File: src/include/sfc_defs.vh
`ifndef SFC_DEFS_VH
`define SFC_DEFS_VH

// ****************************************************************
// Command opcodes
// ****************************************************************
`define SFC_OP_READ       8'h03
`define SFC_OP_FAST_READ  8'h0b
`define SFC_OP_PARAM_READ 8'h5a
`define SFC_OP_DUAL_READ  8'hbb
`define SFC_OP_W4_READ    8'he7
`define SFC_OP_QADR_READ  8'heb
`define SFC_OP_STAT_READ  8'h05
`define SFC_OP_STAT_WRITE 8'h01
`define SFC_OP_WR_EN      8'h06
`define SFC_OP_WR_DIS     8'h04
`define SFC_OP_QPAGE_PROG 8'h38
`define SFC_OP_SECT_ERASE 8'h20
`define SFC_OP_BLK32_ERA  8'h52
`define SFC_OP_BLK64_ERA  8'hd8
`define SFC_OP_CHIP_ERA_A 8'h60
`define SFC_OP_CHIP_ERA_B 8'hc7
`define SFC_OP_PAGE_PROG  8'h02
`define SFC_OP_PWR_DOWN   8'hb9
`define SFC_OP_PWR_UP     8'hab
`define SFC_OP_SUSPEND    8'hb0
`define SFC_OP_RESUME     8'h30
`define SFC_OP_QUAD_ENTRY 8'h35
`define SFC_OP_QUAD_EXIT  8'hf5

// ****************************************************************
// Command attribute word fields
// ****************************************************************
`define SFC_A_W      13
`define SFC_A_VALID  0
`define SFC_A_READ   1
`define SFC_A_ADDR   2
`define SFC_A_ALN    4:3
`define SFC_A_DUM    8:5
`define SFC_A_DLN    10:9
`define SFC_A_ARRAY  11
`define SFC_A_DIN    12

// ****************************************************************
// Lane codes and phase counts
// ****************************************************************
`define SFC_LN1        2'h0
`define SFC_LN2        2'h1
`define SFC_LN4        2'h2
`define SFC_DUMMY_NONE 4'h0
`define SFC_DUMMY_SPI  4'h8
`define SFC_DUMMY_QUAD 4'h4
`define SFC_DUMMY_FAST 4'h6
`define SFC_ADDR_BITS  5'h18
`define SFC_BYTE_BITS  4'h8

// ****************************************************************
// Array map: 4 KB sectors, 32 KB and 64 KB blocks
// ****************************************************************
`define SFC_SECT_RANGE  20:12
`define SFC_BLK32_RANGE 20:15
`define SFC_BLK64_RANGE 20:16

`endif

File: src/rtl/sfc_buf2.v
`timescale 1ns/1ps
`default_nettype none

// ****************************************************************
// Two-entry buffer, head entry drives the output
// ****************************************************************
module sfc_buf2 #(
  parameter W = 8
) (
  input  wire         clk_in,
  input  wire         rstn_in,
  input  wire [W-1:0] in_data_in,
  input  wire         in_valid_in,
  output wire         in_ready_out,
  output wire [W-1:0] out_data_out,
  output wire         out_valid_out,
  input  wire         out_ready_in
);

  reg [W-1:0] d0_r;
  reg [W-1:0] d1_r;
  reg         v0_r;
  reg         v1_r;

  wire pop  = v0_r & out_ready_in;
  wire push = in_valid_in & ~v1_r;

  // Outputs come straight from the entry registers
  assign in_ready_out  = ~v1_r;
  assign out_data_out  = d0_r;
  assign out_valid_out = v0_r;

  // Entry movement
  always @(posedge clk_in) begin
    if (!rstn_in) begin
      d0_r <= {W{1'b0}};
      d1_r <= {W{1'b0}};
      v0_r <= 1'b0;
      v1_r <= 1'b0;
    end else if (pop && v1_r) begin
      d0_r <= d1_r;
      v1_r <= push;
      if (push) begin
        d1_r <= in_data_in;
      end
    end else if (pop || !v0_r) begin
      v0_r <= push;
      if (push) begin
        d0_r <= in_data_in;
      end
    end else if (push) begin
      v1_r <= 1'b1;
      d1_r <= in_data_in;
    end
  end

endmodule // sfc_buf2

`default_nettype wire

File: src/rtl/sfc_front_end.v
// Behaviour
// - An unknown opcode puts the device in standby, ignoring clocks until the next chip select fall.
// - In standby the data output pin is not driven.
// - A known opcode, except an array access command while busy, makes the device active until chip select rises.
// - Inputs are sampled on rising serial clock edges and outputs change on falling edges.
// - Both clock idle levels, serial modes 0 and 3, are accepted.
// - Read-type commands end in a data-out phase that the host may cut after any bit.
// - Write-type commands execute only if chip select rises on a byte boundary, else they are dropped.
// - While an internal write, program or erase runs, array access commands are ignored.
// - Opcode 35h enters quad command mode, with all phases on four lines.
// - Opcode f5h in quad command mode returns to single-line operation.
// - Opcode ebh selects fast quad read with 6 dummy clocks instead of 4.
// - The array is split into 4 KB sectors, 32 KB and 64 KB blocks; sector 255 ends at 0fffffh.
`timescale 1ns/1ps
`default_nettype none
`include "sfc_defs.vh"

module sfc_front_end (
  input  wire        clk_in,
  input  wire        rstn_in,
  input  wire        cs_n_in,
  input  wire        sclk_in,
  input  wire [3:0]  io_in,
  output reg  [3:0]  io_out,
  output reg  [3:0]  io_oe_out,
  input  wire        busy_in,
  input  wire [7:0]  tx_data_in,
  output reg         tx_take_out,
  output wire [7:0]  rx_data_out,
  output wire        rx_valid_out,
  input  wire        rx_ready_in,
  output reg         rx_overrun_out,
  output reg  [7:0]  cmd_op_out,
  output reg  [23:0] cmd_addr_out,
  output reg  [8:0]  sector_out,
  output reg  [5:0]  block32_out,
  output reg  [4:0]  block64_out,
  output reg         cmd_exec_out,
  output reg         cmd_reject_out,
  output reg         active_out,
  output reg         standby_out,
  output reg         quad_command_mode_out,
  output reg         fast_quad_read_mode_out
);

  // ****************************************************************
  // States
  // ****************************************************************
  localparam [6:0] ST_IDLE  = 7'h01;
  localparam [6:0] ST_OP    = 7'h02;
  localparam [6:0] ST_ADDR  = 7'h04;
  localparam [6:0] ST_DUMMY = 7'h08;
  localparam [6:0] ST_DOUT  = 7'h10;
  localparam [6:0] ST_DIN   = 7'h20;
  localparam [6:0] ST_STBY  = 7'h40;

  // ****************************************************************
  // Functions
  // ****************************************************************

  // Pack one attribute word
  function [`SFC_A_W-1:0] mk;
    input       rd;
    input       ad;
    input [1:0] aln;
    input [3:0] dum;
    input [1:0] dln;
    input       arr;
    input       din;
    reg [`SFC_A_W-1:0] a;
    begin
      a = {`SFC_A_W{1'b0}};
      a[`SFC_A_VALID] = 1'b1;
      a[`SFC_A_READ]  = rd;
      a[`SFC_A_ADDR]  = ad;
      a[`SFC_A_ALN]   = aln;
      a[`SFC_A_DUM]   = dum;
      a[`SFC_A_DLN]   = dln;
      a[`SFC_A_ARRAY] = arr;
      a[`SFC_A_DIN]   = din;
      mk = a;
    end
  endfunction

  // Opcode decoder, zero word for an unknown opcode
  function [`SFC_A_W-1:0] cmd_attr;
    input [7:0] op;
    input       q;
    reg   [1:0] ln;
    reg   [`SFC_A_W-1:0] z;
    begin
      ln = q ? `SFC_LN4 : `SFC_LN1;
      z  = {`SFC_A_W{1'b0}};
      case (op)
        `SFC_OP_READ:       cmd_attr = q ? z : mk(1'b1, 1'b1, ln, `SFC_DUMMY_NONE, ln, 1'b1, 1'b0);
        `SFC_OP_FAST_READ:  cmd_attr = mk(1'b1, 1'b1, ln, q ? `SFC_DUMMY_QUAD : `SFC_DUMMY_SPI,
                                          ln, 1'b1, 1'b0);
        `SFC_OP_PARAM_READ: cmd_attr = q ? z : mk(1'b1, 1'b1, ln, `SFC_DUMMY_SPI, ln, 1'b0, 1'b0);
        `SFC_OP_DUAL_READ:  cmd_attr = q ? z : mk(1'b1, 1'b1, `SFC_LN2, `SFC_DUMMY_QUAD,
                                                  `SFC_LN2, 1'b1, 1'b0);
        `SFC_OP_W4_READ:    cmd_attr = q ? z : mk(1'b1, 1'b1, `SFC_LN4, `SFC_DUMMY_QUAD,
                                                  `SFC_LN4, 1'b1, 1'b0);
        `SFC_OP_QADR_READ:  cmd_attr = mk(1'b1, 1'b1, `SFC_LN4, `SFC_DUMMY_FAST,
                                          `SFC_LN4, 1'b1, 1'b0);
        `SFC_OP_STAT_READ:  cmd_attr = mk(1'b1, 1'b0, ln, `SFC_DUMMY_NONE, ln, 1'b0, 1'b0);
        `SFC_OP_STAT_WRITE: cmd_attr = mk(1'b0, 1'b0, ln, `SFC_DUMMY_NONE, ln, 1'b1, 1'b1);
        `SFC_OP_QPAGE_PROG: cmd_attr = mk(1'b0, 1'b1, `SFC_LN4, `SFC_DUMMY_NONE,
                                          `SFC_LN4, 1'b1, 1'b1);
        `SFC_OP_PAGE_PROG:  cmd_attr = mk(1'b0, 1'b1, ln, `SFC_DUMMY_NONE, ln, 1'b1, 1'b1);
        `SFC_OP_SECT_ERASE,
        `SFC_OP_BLK32_ERA,
        `SFC_OP_BLK64_ERA:  cmd_attr = mk(1'b0, 1'b1, ln, `SFC_DUMMY_NONE, ln, 1'b1, 1'b0);
        `SFC_OP_CHIP_ERA_A,
        `SFC_OP_CHIP_ERA_B: cmd_attr = mk(1'b0, 1'b0, ln, `SFC_DUMMY_NONE, ln, 1'b1, 1'b0);
        `SFC_OP_WR_EN,
        `SFC_OP_WR_DIS,
        `SFC_OP_PWR_DOWN,
        `SFC_OP_PWR_UP,
        `SFC_OP_SUSPEND,
        `SFC_OP_RESUME:     cmd_attr = mk(1'b0, 1'b0, ln, `SFC_DUMMY_NONE, ln, 1'b0, 1'b0);
        `SFC_OP_QUAD_ENTRY: cmd_attr = q ? z : mk(1'b0, 1'b0, ln, `SFC_DUMMY_NONE,
                                                  ln, 1'b0, 1'b0);
        `SFC_OP_QUAD_EXIT:  cmd_attr = q ? mk(1'b0, 1'b0, ln, `SFC_DUMMY_NONE,
                                              ln, 1'b0, 1'b0) : z;
        default:            cmd_attr = z;
      endcase
    end
  endfunction

  // Bits moved per clock for a lane code
  function [2:0] lane_w;
    input [1:0] ln;
    begin
      case (ln)
        `SFC_LN2: lane_w = 3'h2;
        `SFC_LN4: lane_w = 3'h4;
        default:  lane_w = 3'h1;
      endcase
    end
  endfunction

  // Shift sampled lanes into an 8-bit register, first bit ends up on top
  function [7:0] shift8;
    input [7:0] sh;
    input [3:0] io;
    input [1:0] ln;
    begin
      case (ln)
        `SFC_LN2: shift8 = {sh[5:0], io[1:0]};
        `SFC_LN4: shift8 = {sh[3:0], io[3:0]};
        default:  shift8 = {sh[6:0], io[0]};
      endcase
    end
  endfunction

  // Same for the 24-bit address
  function [23:0] shift24;
    input [23:0] sh;
    input [3:0]  io;
    input [1:0]  ln;
    begin
      case (ln)
        `SFC_LN2: shift24 = {sh[21:0], io[1:0]};
        `SFC_LN4: shift24 = {sh[19:0], io[3:0]};
        default:  shift24 = {sh[22:0], io[0]};
      endcase
    end
  endfunction

  // Output lanes: single line uses the data output pin io[1]
  function [3:0] out_bits;
    input [7:0] b;
    input [1:0] ln;
    begin
      case (ln)
        `SFC_LN2: out_bits = {2'h0, b[7:6]};
        `SFC_LN4: out_bits = b[7:4];
        default:  out_bits = {2'h0, b[7], 1'b0};
      endcase
    end
  endfunction

  function [3:0] oe_mask;
    input [1:0] ln;
    begin
      case (ln)
        `SFC_LN2: oe_mask = 4'h3;
        `SFC_LN4: oe_mask = 4'hf;
        default:  oe_mask = 4'h2;
      endcase
    end
  endfunction

  // ****************************************************************
  // Pin synchronisers and edge detection
  // ****************************************************************
  reg       cs_s1_r;
  reg       cs_s2_r;
  reg       cs_s3_r;
  reg       sclk_s1_r;
  reg       sclk_s2_r;
  reg       sclk_s3_r;
  reg [3:0] io_s1_r;
  reg [3:0] io_s2_r;

  // Two flops per pin, a third stage for edges
  always @(posedge clk_in) begin
    if (!rstn_in) begin
      cs_s1_r   <= 1'b1;
      cs_s2_r   <= 1'b1;
      cs_s3_r   <= 1'b1;
      sclk_s1_r <= 1'b0;
      sclk_s2_r <= 1'b0;
      sclk_s3_r <= 1'b0;
      io_s1_r   <= 4'h0;
      io_s2_r   <= 4'h0;
    end else begin
      cs_s1_r   <= cs_n_in;
      cs_s2_r   <= cs_s1_r;
      cs_s3_r   <= cs_s2_r;
      sclk_s1_r <= sclk_in;
      sclk_s2_r <= sclk_s1_r;
      sclk_s3_r <= sclk_s2_r;
      io_s1_r   <= io_in;
      io_s2_r   <= io_s1_r;
    end
  end

  // Edges only; the idle level of the clock never matters
  wire cs_fall   = ~cs_s2_r & cs_s3_r;
  wire cs_rise   = cs_s2_r & ~cs_s3_r;
  wire sclk_rise = sclk_s2_r & ~sclk_s3_r & ~cs_s2_r;
  wire sclk_fall = ~sclk_s2_r & sclk_s3_r & ~cs_s2_r;

  // ****************************************************************
  // Command state
  // ****************************************************************
  reg [6:0]          state_r;
  reg [`SFC_A_W-1:0] attr_r;
  reg [7:0]          sh_r;
  reg [2:0]          bitpos_r;
  reg [4:0]          acnt_r;
  reg [3:0]          dcnt_r;
  reg [7:0]          tx_sh_r;
  reg [3:0]          tx_left_r;
  reg                push_r;
  reg [7:0]          push_data_r;
  wire               buf_ready;

  // Lanes of the current input phase; in quad command mode the opcode uses four lines
  reg [1:0] cur_ln;
  always @* begin
    if (state_r == ST_OP) begin
      cur_ln = quad_command_mode_out ? `SFC_LN4 : `SFC_LN1;
    end else if (state_r == ST_ADDR) begin
      cur_ln = attr_r[`SFC_A_ALN];
    end else begin
      cur_ln = attr_r[`SFC_A_DLN];
    end
  end

  // Next values shared by the phases
  wire [2:0]          w        = lane_w(cur_ln);
  wire [3:0]          bp_sum   = {1'b0, bitpos_r} + {1'b0, w};
  wire                byte_end = bp_sum[3];
  wire [7:0]          sh_nxt   = shift8(sh_r, io_s2_r, cur_ln);
  wire [23:0]         addr_nxt = shift24(cmd_addr_out, io_s2_r, cur_ln);
  wire [4:0]          acnt_nxt = acnt_r + {2'h0, w};
  wire [3:0]          dcnt_nxt = dcnt_r + 4'h1;
  wire [`SFC_A_W-1:0] dec      = cmd_attr(sh_nxt, quad_command_mode_out);
  wire [2:0]          dw       = lane_w(attr_r[`SFC_A_DLN]);

  // Main sequencer
  always @(posedge clk_in) begin
    if (!rstn_in) begin
      state_r                 <= ST_IDLE;
      quad_command_mode_out   <= 1'b0;
      attr_r                  <= {`SFC_A_W{1'b0}};
      sh_r                    <= 8'h00;
      bitpos_r                <= 3'h0;
      acnt_r                  <= 5'h00;
      dcnt_r                  <= 4'h0;
      tx_sh_r                 <= 8'h00;
      tx_left_r               <= 4'h0;
      push_r                  <= 1'b0;
      push_data_r             <= 8'h00;
      io_out                  <= 4'h0;
      io_oe_out               <= 4'h0;
      tx_take_out             <= 1'b0;
      rx_overrun_out          <= 1'b0;
      cmd_op_out              <= 8'h00;
      cmd_addr_out            <= 24'h000000;
      sector_out              <= 9'h000;
      block32_out             <= 6'h00;
      block64_out             <= 5'h00;
      cmd_exec_out            <= 1'b0;
      cmd_reject_out          <= 1'b0;
      active_out              <= 1'b0;
      standby_out             <= 1'b0;
      fast_quad_read_mode_out <= 1'b0;
    end else begin
      cmd_exec_out   <= 1'b0;
      cmd_reject_out <= 1'b0;
      tx_take_out    <= 1'b0;
      push_r         <= 1'b0;
      rx_overrun_out <= push_r & ~buf_ready; // Word lost to a full buffer
      if (cs_fall) begin
        // New frame: leaves standby
        state_r     <= ST_OP;
        bitpos_r    <= 3'h0;
        sh_r        <= 8'h00;
        acnt_r      <= 5'h00;
        dcnt_r      <= 4'h0;
        tx_left_r   <= 4'h0;
        standby_out <= 1'b0;
        io_oe_out   <= 4'h0;
      end else if (cs_rise) begin
        // Write-type commands run only on a byte boundary
        if (state_r == ST_DIN && !attr_r[`SFC_A_READ]) begin
          if (bitpos_r == 3'h0) begin
            cmd_exec_out <= 1'b1;
            if (cmd_op_out == `SFC_OP_QUAD_ENTRY) begin
              quad_command_mode_out <= 1'b1;
            end
            if (cmd_op_out == `SFC_OP_QUAD_EXIT) begin
              quad_command_mode_out <= 1'b0;
            end
          end else begin
            cmd_reject_out <= 1'b1;
          end
        end else if (state_r == ST_ADDR && !attr_r[`SFC_A_READ]) begin
          cmd_reject_out <= 1'b1;
        end
        state_r                 <= ST_IDLE;
        io_oe_out               <= 4'h0;
        active_out              <= 1'b0;
        fast_quad_read_mode_out <= 1'b0;
      end else if (sclk_rise) begin
        // Inputs are taken on rising edges only
        case (state_r)
          ST_OP: begin
            sh_r     <= sh_nxt;
            bitpos_r <= bp_sum[2:0];
            if (byte_end) begin
              cmd_op_out <= sh_nxt;
              attr_r     <= dec;
              if (!dec[`SFC_A_VALID]) begin
                state_r     <= ST_STBY;
                standby_out <= 1'b1;
              end else if (dec[`SFC_A_ARRAY] && busy_in) begin
                state_r        <= ST_STBY;
                cmd_reject_out <= 1'b1;
              end else begin
                active_out              <= 1'b1;
                fast_quad_read_mode_out <= (sh_nxt == `SFC_OP_QADR_READ);
                if (dec[`SFC_A_ADDR]) begin
                  state_r <= ST_ADDR;
                end else if (dec[`SFC_A_READ]) begin
                  state_r <= ST_DOUT;
                end else begin
                  state_r <= ST_DIN;
                end
              end
            end
          end
          ST_ADDR: begin
            cmd_addr_out <= addr_nxt;
            bitpos_r     <= bp_sum[2:0];
            acnt_r       <= acnt_nxt;
            if (acnt_nxt == `SFC_ADDR_BITS) begin
              sector_out  <= addr_nxt[`SFC_SECT_RANGE];
              block32_out <= addr_nxt[`SFC_BLK32_RANGE];
              block64_out <= addr_nxt[`SFC_BLK64_RANGE];
              if (attr_r[`SFC_A_DUM] != `SFC_DUMMY_NONE) begin
                state_r <= ST_DUMMY;
              end else if (attr_r[`SFC_A_READ]) begin
                state_r <= ST_DOUT;
              end else begin
                state_r <= ST_DIN;
              end
            end
          end
          ST_DUMMY: begin
            dcnt_r <= dcnt_nxt;
            if (dcnt_nxt == attr_r[`SFC_A_DUM]) begin
              state_r <= ST_DOUT;
            end
          end
          ST_DIN: begin
            sh_r     <= sh_nxt;
            bitpos_r <= bp_sum[2:0];
            if (byte_end && attr_r[`SFC_A_DIN]) begin
              push_r      <= 1'b1;
              push_data_r <= sh_nxt;
            end
          end
          default: begin
            // Idle and standby ignore clocks
          end
        endcase
      end else if (sclk_fall && state_r == ST_DOUT) begin
        // Outputs change on falling edges only; host may stop at any bit
        io_oe_out <= oe_mask(attr_r[`SFC_A_DLN]);
        if (tx_left_r == 4'h0) begin
          tx_take_out <= 1'b1;
          io_out      <= out_bits(tx_data_in, attr_r[`SFC_A_DLN]);
          tx_sh_r     <= tx_data_in << dw;
          tx_left_r   <= `SFC_BYTE_BITS - {1'b0, dw};
        end else begin
          io_out    <= out_bits(tx_sh_r, attr_r[`SFC_A_DLN]);
          tx_sh_r   <= tx_sh_r << dw;
          tx_left_r <= tx_left_r - {1'b0, dw};
        end
      end
    end
  end

  // Standby and idle never enable the output driver

  // ****************************************************************
  // Received data buffer
  // ****************************************************************
  sfc_buf2 #(
    .W (8)
  ) u_rx_buf (
    .clk_in        (clk_in),
    .rstn_in       (rstn_in),
    .in_data_in    (push_data_r),
    .in_valid_in   (push_r),
    .in_ready_out  (buf_ready),
    .out_data_out  (rx_data_out),
    .out_valid_out (rx_valid_out),
    .out_ready_in  (rx_ready_in)
  );

endmodule // sfc_front_end

`default_nettype wire

File: config.mk
export PLATFORM = sky130hd
export DESIGN_NAME = sfc_front_end
export DESIGN_NICKNAME = d
export VERILOG_FILES = /design/src/rtl/sfc_buf2.v /design/src/rtl/sfc_front_end.v
export VERILOG_INCLUDE_DIRS = /design/src /design/src/include
export SDC_FILE = /design/constraint.sdc
export NUM_CORES = 1
export LEC_CHECK = 0
export BUFFER_PORTS_ARGS = -buffer_cell sky130_fd_sc_hd__buf_4
export CAP_MARGIN = 20
export CORE_AREA = 2 2 163 165
export DETAILED_ROUTE_END_ITERATION = 10
export DIE_AREA = 0 0 165 167
export PLACE_DENSITY_LB_ADDON = 0.15
export SLEW_MARGIN = 20
export SYNTH_ARGS = -nofsm -noshare
export SYNTH_HDL_FRONTEND = slang
export SYNTH_SLANG_ARGS = --single-unit
File: constraint.sdc
create_clock -name clk_in -period 10 [get_ports clk_in]
set_clock_uncertainty 0.05 [all_clocks]
set_input_delay 0.5 -clock clk_in [delete_from_list [all_inputs] [get_ports clk_in]]
set_output_delay 0.5 -clock clk_in [all_outputs]
set_load 0.01 [all_outputs]
==> results of run 1 <==
==> synthesized netlist by cell type, drive strengths merged (6+ instances only) <==
master	number
nor2	146
dfxtp	142
a21oi	67
nand2	60
mux2i	52
o21ai	44
clkbuf	43
buf	28
inv	25
nor3	25
and2	24
a211oi	21
a221o	21
ha	18
nand3	17
nand2b	14
o21a	11
or3	10
xnor2	8
a31oi	7
nand4	7
nor2b	7
nor4	6
==> through the flow <==
| stage | utilization, % | hold WS, ns |
|---|---|---|
| 6_report | 34.3 | 0.209 |
| 5_1_grt | 34.3 | 0.191 |
| 4_1_cts | 34.2 | 0.189 |
| 3_5_place_dp | 31.8 | 0.347 |
| 3_3_place_gp | 31.8 | 0.340 |
| 2_1_floorplan | - | 0.336 |
==> layout make-up <==
| type | count | area, um2 | share of cell area [%] |
|---|---|---|---|
| multi-input cells | 636 | 4080 | 46.2 |
| flip-flops and latches | 142 | 2840 | 32.2 |
| repair buffers | 101 | 758 | 8.59 |
| clock buffers | 19 | 443 | 5.02 |
| well taps | 335 | 419 | 4.75 |
| clock inverters | 13 | 188 | 2.13 |
| inverters | 27 | 101 | 1.15 |
| diodes | 1 | 2.50 | 0.0283 |
==> layout by cell type, fill, tap and decap left out, types with 14 or more instances in the layout <==
master and instances:
nand2b_1 14, a211oi_1 21, and2_1 23, dfxtp_1 142
buf_4 101, nor3_1 23, a221o_1 21, clkbuf_16 17
o21ai_0 40, mux2i_1 51, nor2_1 144, inv_1 25
nand3_1 16, ha_1 18, a21oi_1 65, nand2_1 60
==> worst register-to-register path, cell delays in order (launching register included) <==
cell	delay, ns
dfxtp_1	0.34
nor2_2	0.13
nand2_1	0.08
nor4b_1	0.77
mux2i_1	0.39
ha_1	0.22
buf_4	0.33
a22oi_1	0.17
o21ai_1	0.79
or3_1	0.24
a2111oi_2	0.08
a2111oi_2	0.47
a21bo_2	0.30
o211ai_1	0.23
nor2_1	0.07
o221a_1	0.23
==> flip-flops by register name, indices dropped and copies added, names as in the netlist, 3 cells and up <==
name                   flops
cmd_addr_out              24
sector_out                 9
cmd_op_out                 8
push_data_r                8
tx_sh_r                    8
u_rx_buf.d1_r              8
u_rx_buf.out_data_out      8
attr_r                     7
sh_r                       7
state_r                    7
acnt_r                     5
dcnt_r                     4
io_out                     4
io_s1_r                    4
io_s2_r                    4
tx_left_r                  4
bitpos_r                   3
io_oe_out                  3
==> metal layers <==
layer  vias up  wire length, um
li1       3179                -
met1      2989            10100
met2       125             9190
met3        15              891
met4         0              232
met5         -                0
==> worst paths after layout <==
kind                      startpoint  slack (ns)                 endpoint
max          state_r[4]$_SDFFE_PP0P_        5.00  active_out$_SDFFE_PN0P_
min                          cs_n_in        0.21       cs_s1_r$_SDFF_PN1_
max reg2reg  state_r[4]$_SDFFE_PP0P_        5.00  active_out$_SDFFE_PN0P_
min reg2reg       cs_s1_r$_SDFF_PN1_        0.36       cs_s2_r$_SDFF_PN1_
==> cells by family after synthesis <==
logic type               after synthesis  share of synthesized area, %
adder cells (fa/ha/maj)               21                          3.88
AO/OA/AOI/OAI                        213                          20.0
buffers and inverters                 98                          6.09
multiplexers                          56                          8.06
AND/OR/NAND/NOR                      333                          21.8
flip-flops                           142                          38.6
XOR/XNOR                              13                          1.55
==> where the power goes <==
| part | switching [mW] | internal, mW |
|---|---|---|
| Combinational | 0.0224 | 0.0134 |
| Clock | 0.262 | 0.426 |
| Sequential | 0.00338 | 0.569 |
==> flow_summary.toml, run 1 <==
[run_status]
status = "finished, final reports clean"

[setup_path]
worstPathArrival_ns = 5.26
critPathTopFamily = "compound AO/OA/AOI/OAI gates"
critPathRequiredTime_ns = 10.27
critPathKind = "reg -> reg"
cpMostUsedCell = "a2111oi_2"
end_kind = "flip-flop"
worstPathCellList = "nor2_2 -> nand2_1 -> nor4b_1 -> mux2i_1 -> ha_1 -> buf_4 -> a22oi_1 -> o21ai_1 -> or3_1 -> a2111oi_2 -> a2111oi_2 -> a21bo_2 -> o211ai_1 -> nor2_1 -> o221a_1"
startpoint_type = "flip-flop"
ff2ff_path_depth = 15
crit_fanout = 30
path_buf_inv = 1
cp.depth = 15
critPathSlowestCell = "o21ai_1"
max_stage_delay_ns = 0.79

[grt]
grt_max_degree = 49
met1_usage_pct = 21.4
grt-ovfl-total = 0
grt_usage_pct = 15.2
gr-usage-met3_pct = 3.81
grt-busiest-layer = "met2"
grt_pass1_wl_um = 33400
grt_pass1_vias = 6067
use_met2_pct = 23.2
antenna_found_initial = 0

[synthesis]
synthCells = 876
synth_top_area_share_pct = 38.6
synth_ff_type = "dfxtp_1"
synth_seq_cells = 142
synth_edf_count = 0
yosys.area.top_type = "dfxtp_1"
synthTopCellsByArea = "dfxtp_1, nor2_1, mux2i_1"
synthArstFlopShare_pct = 0
yosysUniqueCellTypes = 79
syn_area_um2 = 7360
synth_warnings = 0
syn-num-nets = 915
yosysSeqAreaShare_pct = 38.6
syn_avg_cell_area_um2 = 8.40

[place]
place_ws_ns = 5.01
numPortBuffers = 94
place_inst = 1241
place.gp.congestion = 0.863
placed_area_um2 = 8190
hpwl_um = 14100

[floorplanning]
die-width_um = 165
die_h_um = 167
ioPinCount = 95
rows = 59
die_area_um2 = 27600
core_um2 = 25800
start_util_pct = 28.6

[finish]
instances_no_fill = 1274
drive_above_1_share_pct = 17.9
fillers = 2678
syn_to_final_growth_pct = 20.0
nets = 964
final_area_um2 = 8830

[routing]
antenna_left = 0
drtIter0Drc = 373
drt_wl_total_um = 20400
drc = 0
wl_per_cell_um = 16.0
detailroute.via_count = 6308
vias_per_cell = 4.95
firstDrtPassIters = 5

[clocking]
post-cts-setup-buffers = 0
clk_pin_slew_worst_paths_ns = 0.06
cts.repair.resized = 0
clock_latency_ns = 0.42
clk_path_buf_depth = 2
cts.sinks = 142
holdBufCountCts = 0
root_buffer = "clkbuf_16"
cts_tree = "done"
cts_buffers = 17
htree_levels = 4

[power]
ir_drop_mv = 0.101
p_leak_nw = 3.43
powerDensity_nw_per_um2 = 147
total_power_mw = 1.30

[timing]
setup_slack_ns = 5.00
tightest_slew_ns = 0.977
rsz0062_at_grt = "false"
maxSlewHeadroom_pct = 34.4
setup_viol = 0
fmax_ghz = 0.200
slew_viol_final = 0
period_needed_ns = 5.00
post-route-period-util_pct = 50.0
hold_viol_final = 0
fin_tns_setup_ns = 0

[worst_hold_path]
min_path_type = "in -> reg"
min_path_cells = 2

[flow_run]
cap_viol_max_count = 0
No activity file was read; power rests on OpenSTA's default activity.
==> inputs of run 2 (changes only) <==
ABC_AREA = 1   (was not set)
CORE_AREA = 2 2 162 164   (was 2 2 163 165)
DIE_AREA = 0 0 164 166   (was 0 0 165 167)
clock period = 4.12 ns   (was 10 ns; I/O delays follow)
==> run 2 against run 1 <==
Effect of this change: hold slack worse by 0.12 ns; cell area up 1.3%; critical path depth up 2; worst setup slack worse by 4.5 ns; combinational power rose to 3.1 times the previous value; via count up 9.5%; die area down 1.2%; cell count up 16%; register-to-register slack worse by 4.5 ns; sequential cell count unchanged; area after synthesis down 0.46%; highest routed layer unchanged.
==> flow_summary.toml, run 2 <==
[run_status]
status = "finished, final reports clean"

[routing]
vias_per_cell = 4.66
drc = 0
drt_wl_total_um = 20600
detailroute.via_count = 6905
wl_per_cell_um = 13.9
drtIter0Drc = 360
antenna_left = 0
firstDrtPassIters = 5

[setup_path]
crit_fanout = 6
end_kind = "flip-flop"
r2r_start = "state_r[1]$_SDFFE_PN0P_"
ff2ff_path_depth = 17
cp-startpoint = "state_r[1]$_SDFFE_PN0P_"
startpoint_type = "flip-flop"
critPathSlowestCell = "ha_1"
cpMostUsedCell = "nand2_1"
rr_endpoint = "state_r[1]$_SDFFE_PN0P_"
worstPathCellList = "inv_1 -> nor4_1 -> nand2_1 -> nand2_1 -> o21ai_1 -> ha_1 -> ha_1 -> inv_1 -> fa_1 -> o22ai_1 -> xnor2_1 -> nand3b_1 -> nand2_1 -> nand3_1 -> nand2_1 -> o21ai_0 -> a21oi_1"
critPathTopFamily = "simple AND/OR/NAND/NOR gates"
reg2reg_slack_ns = 0.52
max_stage_delay_ns = 0.41
critPathRequiredTime_ns = 4.37
critPathKind = "reg -> reg"
worstPathArrival_ns = 3.85
path_buf_inv = 2

[finish]
register_area_um2 = 2840
multi_input_area_um2 = 3750
largest_reg_flops = 24
fillers = 2791
nets = 1175
syn_to_final_growth_pct = 22.1
antenna_cells = 0
reg.largest.list = "cmd_addr_out: 24 flops, sector_out: 9 flops"
largest-register = "cmd_addr_out"
final_cell_mix = "nand2_1, dfxtp_1, o21ai_0, inv_1, nor2_1"
drive_above_1_share_pct = 16.0
final_common_cell = "nand2_1"

[timing]
rsz0062_at_grt = "false"
setup_viol = 0
tightest_slew_ns = 0.956
post-route-period-util_pct = 87.4
fin_tns_setup_ns = 0
fmax_ghz = 0.278
hold_viol_final = 0
fin_hold_ws_ns = 0.0897
maxSlewHeadroom_pct = 36.3
slew_viol_final = 0
period_needed_ns = 3.60

[floorplanning]
start_util_pct = 28.6
core_um2 = 25600
die-width_um = 164
ioPinCount = 95
die_area_um2 = 27200
die_h_um = 166
rows = 59

[clocking]
cts_buffers = 17
cts.sinks = 142
cts_tree = "done"
clock_latency_ns = 0.43
post-cts-setup-buffers = 0
root_buffer = "clkbuf_16"
clk_pin_slew_worst_paths_ns = 0.06
htree_levels = 4
clk_path_buf_depth = 2

[synthesis]
synth_ff_type = "dfxtp_1"
yosys.area.top_type = "dfxtp_1"
synth_warnings = 0
synthArstFlopShare_pct = 0
yosysUniqueCellTypes = 46
synth.most_common_cell = "nand2_1"
synth_seq_cells = 142
yosysSeqAreaShare_pct = 38.8
synth_commonest_cells = "nand2_1, dfxtp_1, o21ai_0, inv_1, nor2_1"
synthTopCellsByArea = "dfxtp_1, nand2_1, o21ai_0"
syn_area_um2 = 7330
syn_avg_cell_area_um2 = 6.93
syn-num-nets = 1096
synth_edf_count = 0
synth_top_area_share_pct = 38.8
synthCells = 1057

[grt]
grt_pass1_wl_um = 34100
grt-ovfl-total = 0
grt_pass1_vias = 6694
grt_usage_pct = 15.6
grt_max_degree = 87
antenna_found_initial = 0

[worst_hold_path]
min_to = "cmd_reject_out$_SDFF_PP0_"
worstHoldStart = "busy_in"
min_path_cells = 3
min_path_type = "in -> reg"

[power]
power.internal_mw = 2.39
powerDensity_nw_per_um2 = 347
combPwrFrac_pct = 3.6
p_clk_share_pct = 51.8
p_sw_share_pct = 22.9
pwr-share-seq_pct = 44.6
p_leak_nw = 3.85
ir_drop_mv = 0.196
p_sw_mw = 0.713

[place]
hpwl_um = 14900
place.gp.congestion = 0.843
numPortBuffers = 94

[flow_run]
cap_viol_max_count = 0
-- run 2: through the flow --
step	instances	setup WS, ns	area, um2	util [%]	power (mW)
floorplan	1057	1.00	7330	-	1.48
detailed placement	1446	0.471	8280	32.3	1.52
global route	1483	0.130	8940	34.9	3.23
global placement	1446	0.571	8280	32.3	1.52
finish	1483	0.519	8940	34.9	3.11
CTS	1483	0.454	8940	34.9	3.15
-- run 2: area by class of cell --
| type | count | share of cell area [%] |
|---|---|---|
| clock inverters | 11 | 1.78 |
| inverters | 129 | 5.44 |
| well taps | 335 | 4.69 |
| clock buffers | 20 | 4.99 |
| flip-flops and latches | 142 | 31.8 |
| multi-input cells | 736 | 41.9 |
| repair buffers | 110 | 9.40 |
-- run 2: worst register-to-register path, stage by stage, from the launching register on --
cell,delay (ns)
dfxtp_1,0.35
inv_1,0.05
nor4_1,0.26
nand2_1,0.21
nand2_1,0.09
o21ai_1,0.11
ha_1,0.41
ha_1,0.20
inv_1,0.05
fa_1,0.40
o22ai_1,0.17
xnor2_1,0.15
nand3b_1,0.31
nand2_1,0.12
nand3_1,0.20
nand2_1,0.13
o21ai_0,0.16
a21oi_1,0.06
-- run 2: routing by layer --
| layer | part of all wire, % | vias to the layer above | track usage (%) | wire length, um |
|---|---|---|---|---|
| met5 | 0 | - | 0 | 0 |
| met2 | 46 | 117 | 24.7 | 9370 |
| li1 | - | 3629 | - | - |
| met4 | 1.7 | 0 | 5.19 | 352 |
| met1 | 50 | 3136 | 21.6 | 10300 |
| met3 | 2.9 | 23 | 2.65 | 600 |
-- run 2: timing repair --
item,CTS,global route
hold buffers,6,0
gates resized for setup,0,3
endpoints found under the setup margin,0,2
hold endpoints to repair,6,0
-- run 2: worst max path at each step --
stage	to	slack [ns]	depth (start not counted)
after floorplan	state_r[0]$_SDFFE_PN1P_	1.0	16
after global placement	state_r[1]$_SDFFE_PN0P_	0.57	17
after detailed placement	state_r[1]$_SDFFE_PN0P_	0.47	17
after CTS	state_r[1]$_SDFFE_PN0P_	0.45	17
after global routing	cmd_op_out[3]$_SDFFE_PN0P_	0.13	17
final	state_r[1]$_SDFFE_PN0P_	0.52	17
-- run 2: cells by family (layout without fill, tap and decap cells) --
group           count (synthesis)  count (layout)  share of synthesized area (%)
compound gates                276             276                           20.0
xor+xnor                        8               8                          0.956
fa+ha+maj                      21              21                           3.89
buf+inv                       179             270                           10.0
flops                         142             142                           38.8
mux                             2               2                          0.273
simple gates                  429             429                           26.0
-- run 2: power by group through the flow --
stage | Sequential (mW) | Clock (mW) | Combinational [mW]
detailed placement | 1.42 | 0 | 0.108
floorplan | 1.41 | 0 | 0.0691
CTS | 1.38 | 1.65 | 0.112
global route | 1.38 | 1.72 | 0.126
global placement | 1.42 | 0 | 0.108
finish | 1.38 | 1.61 | 0.112
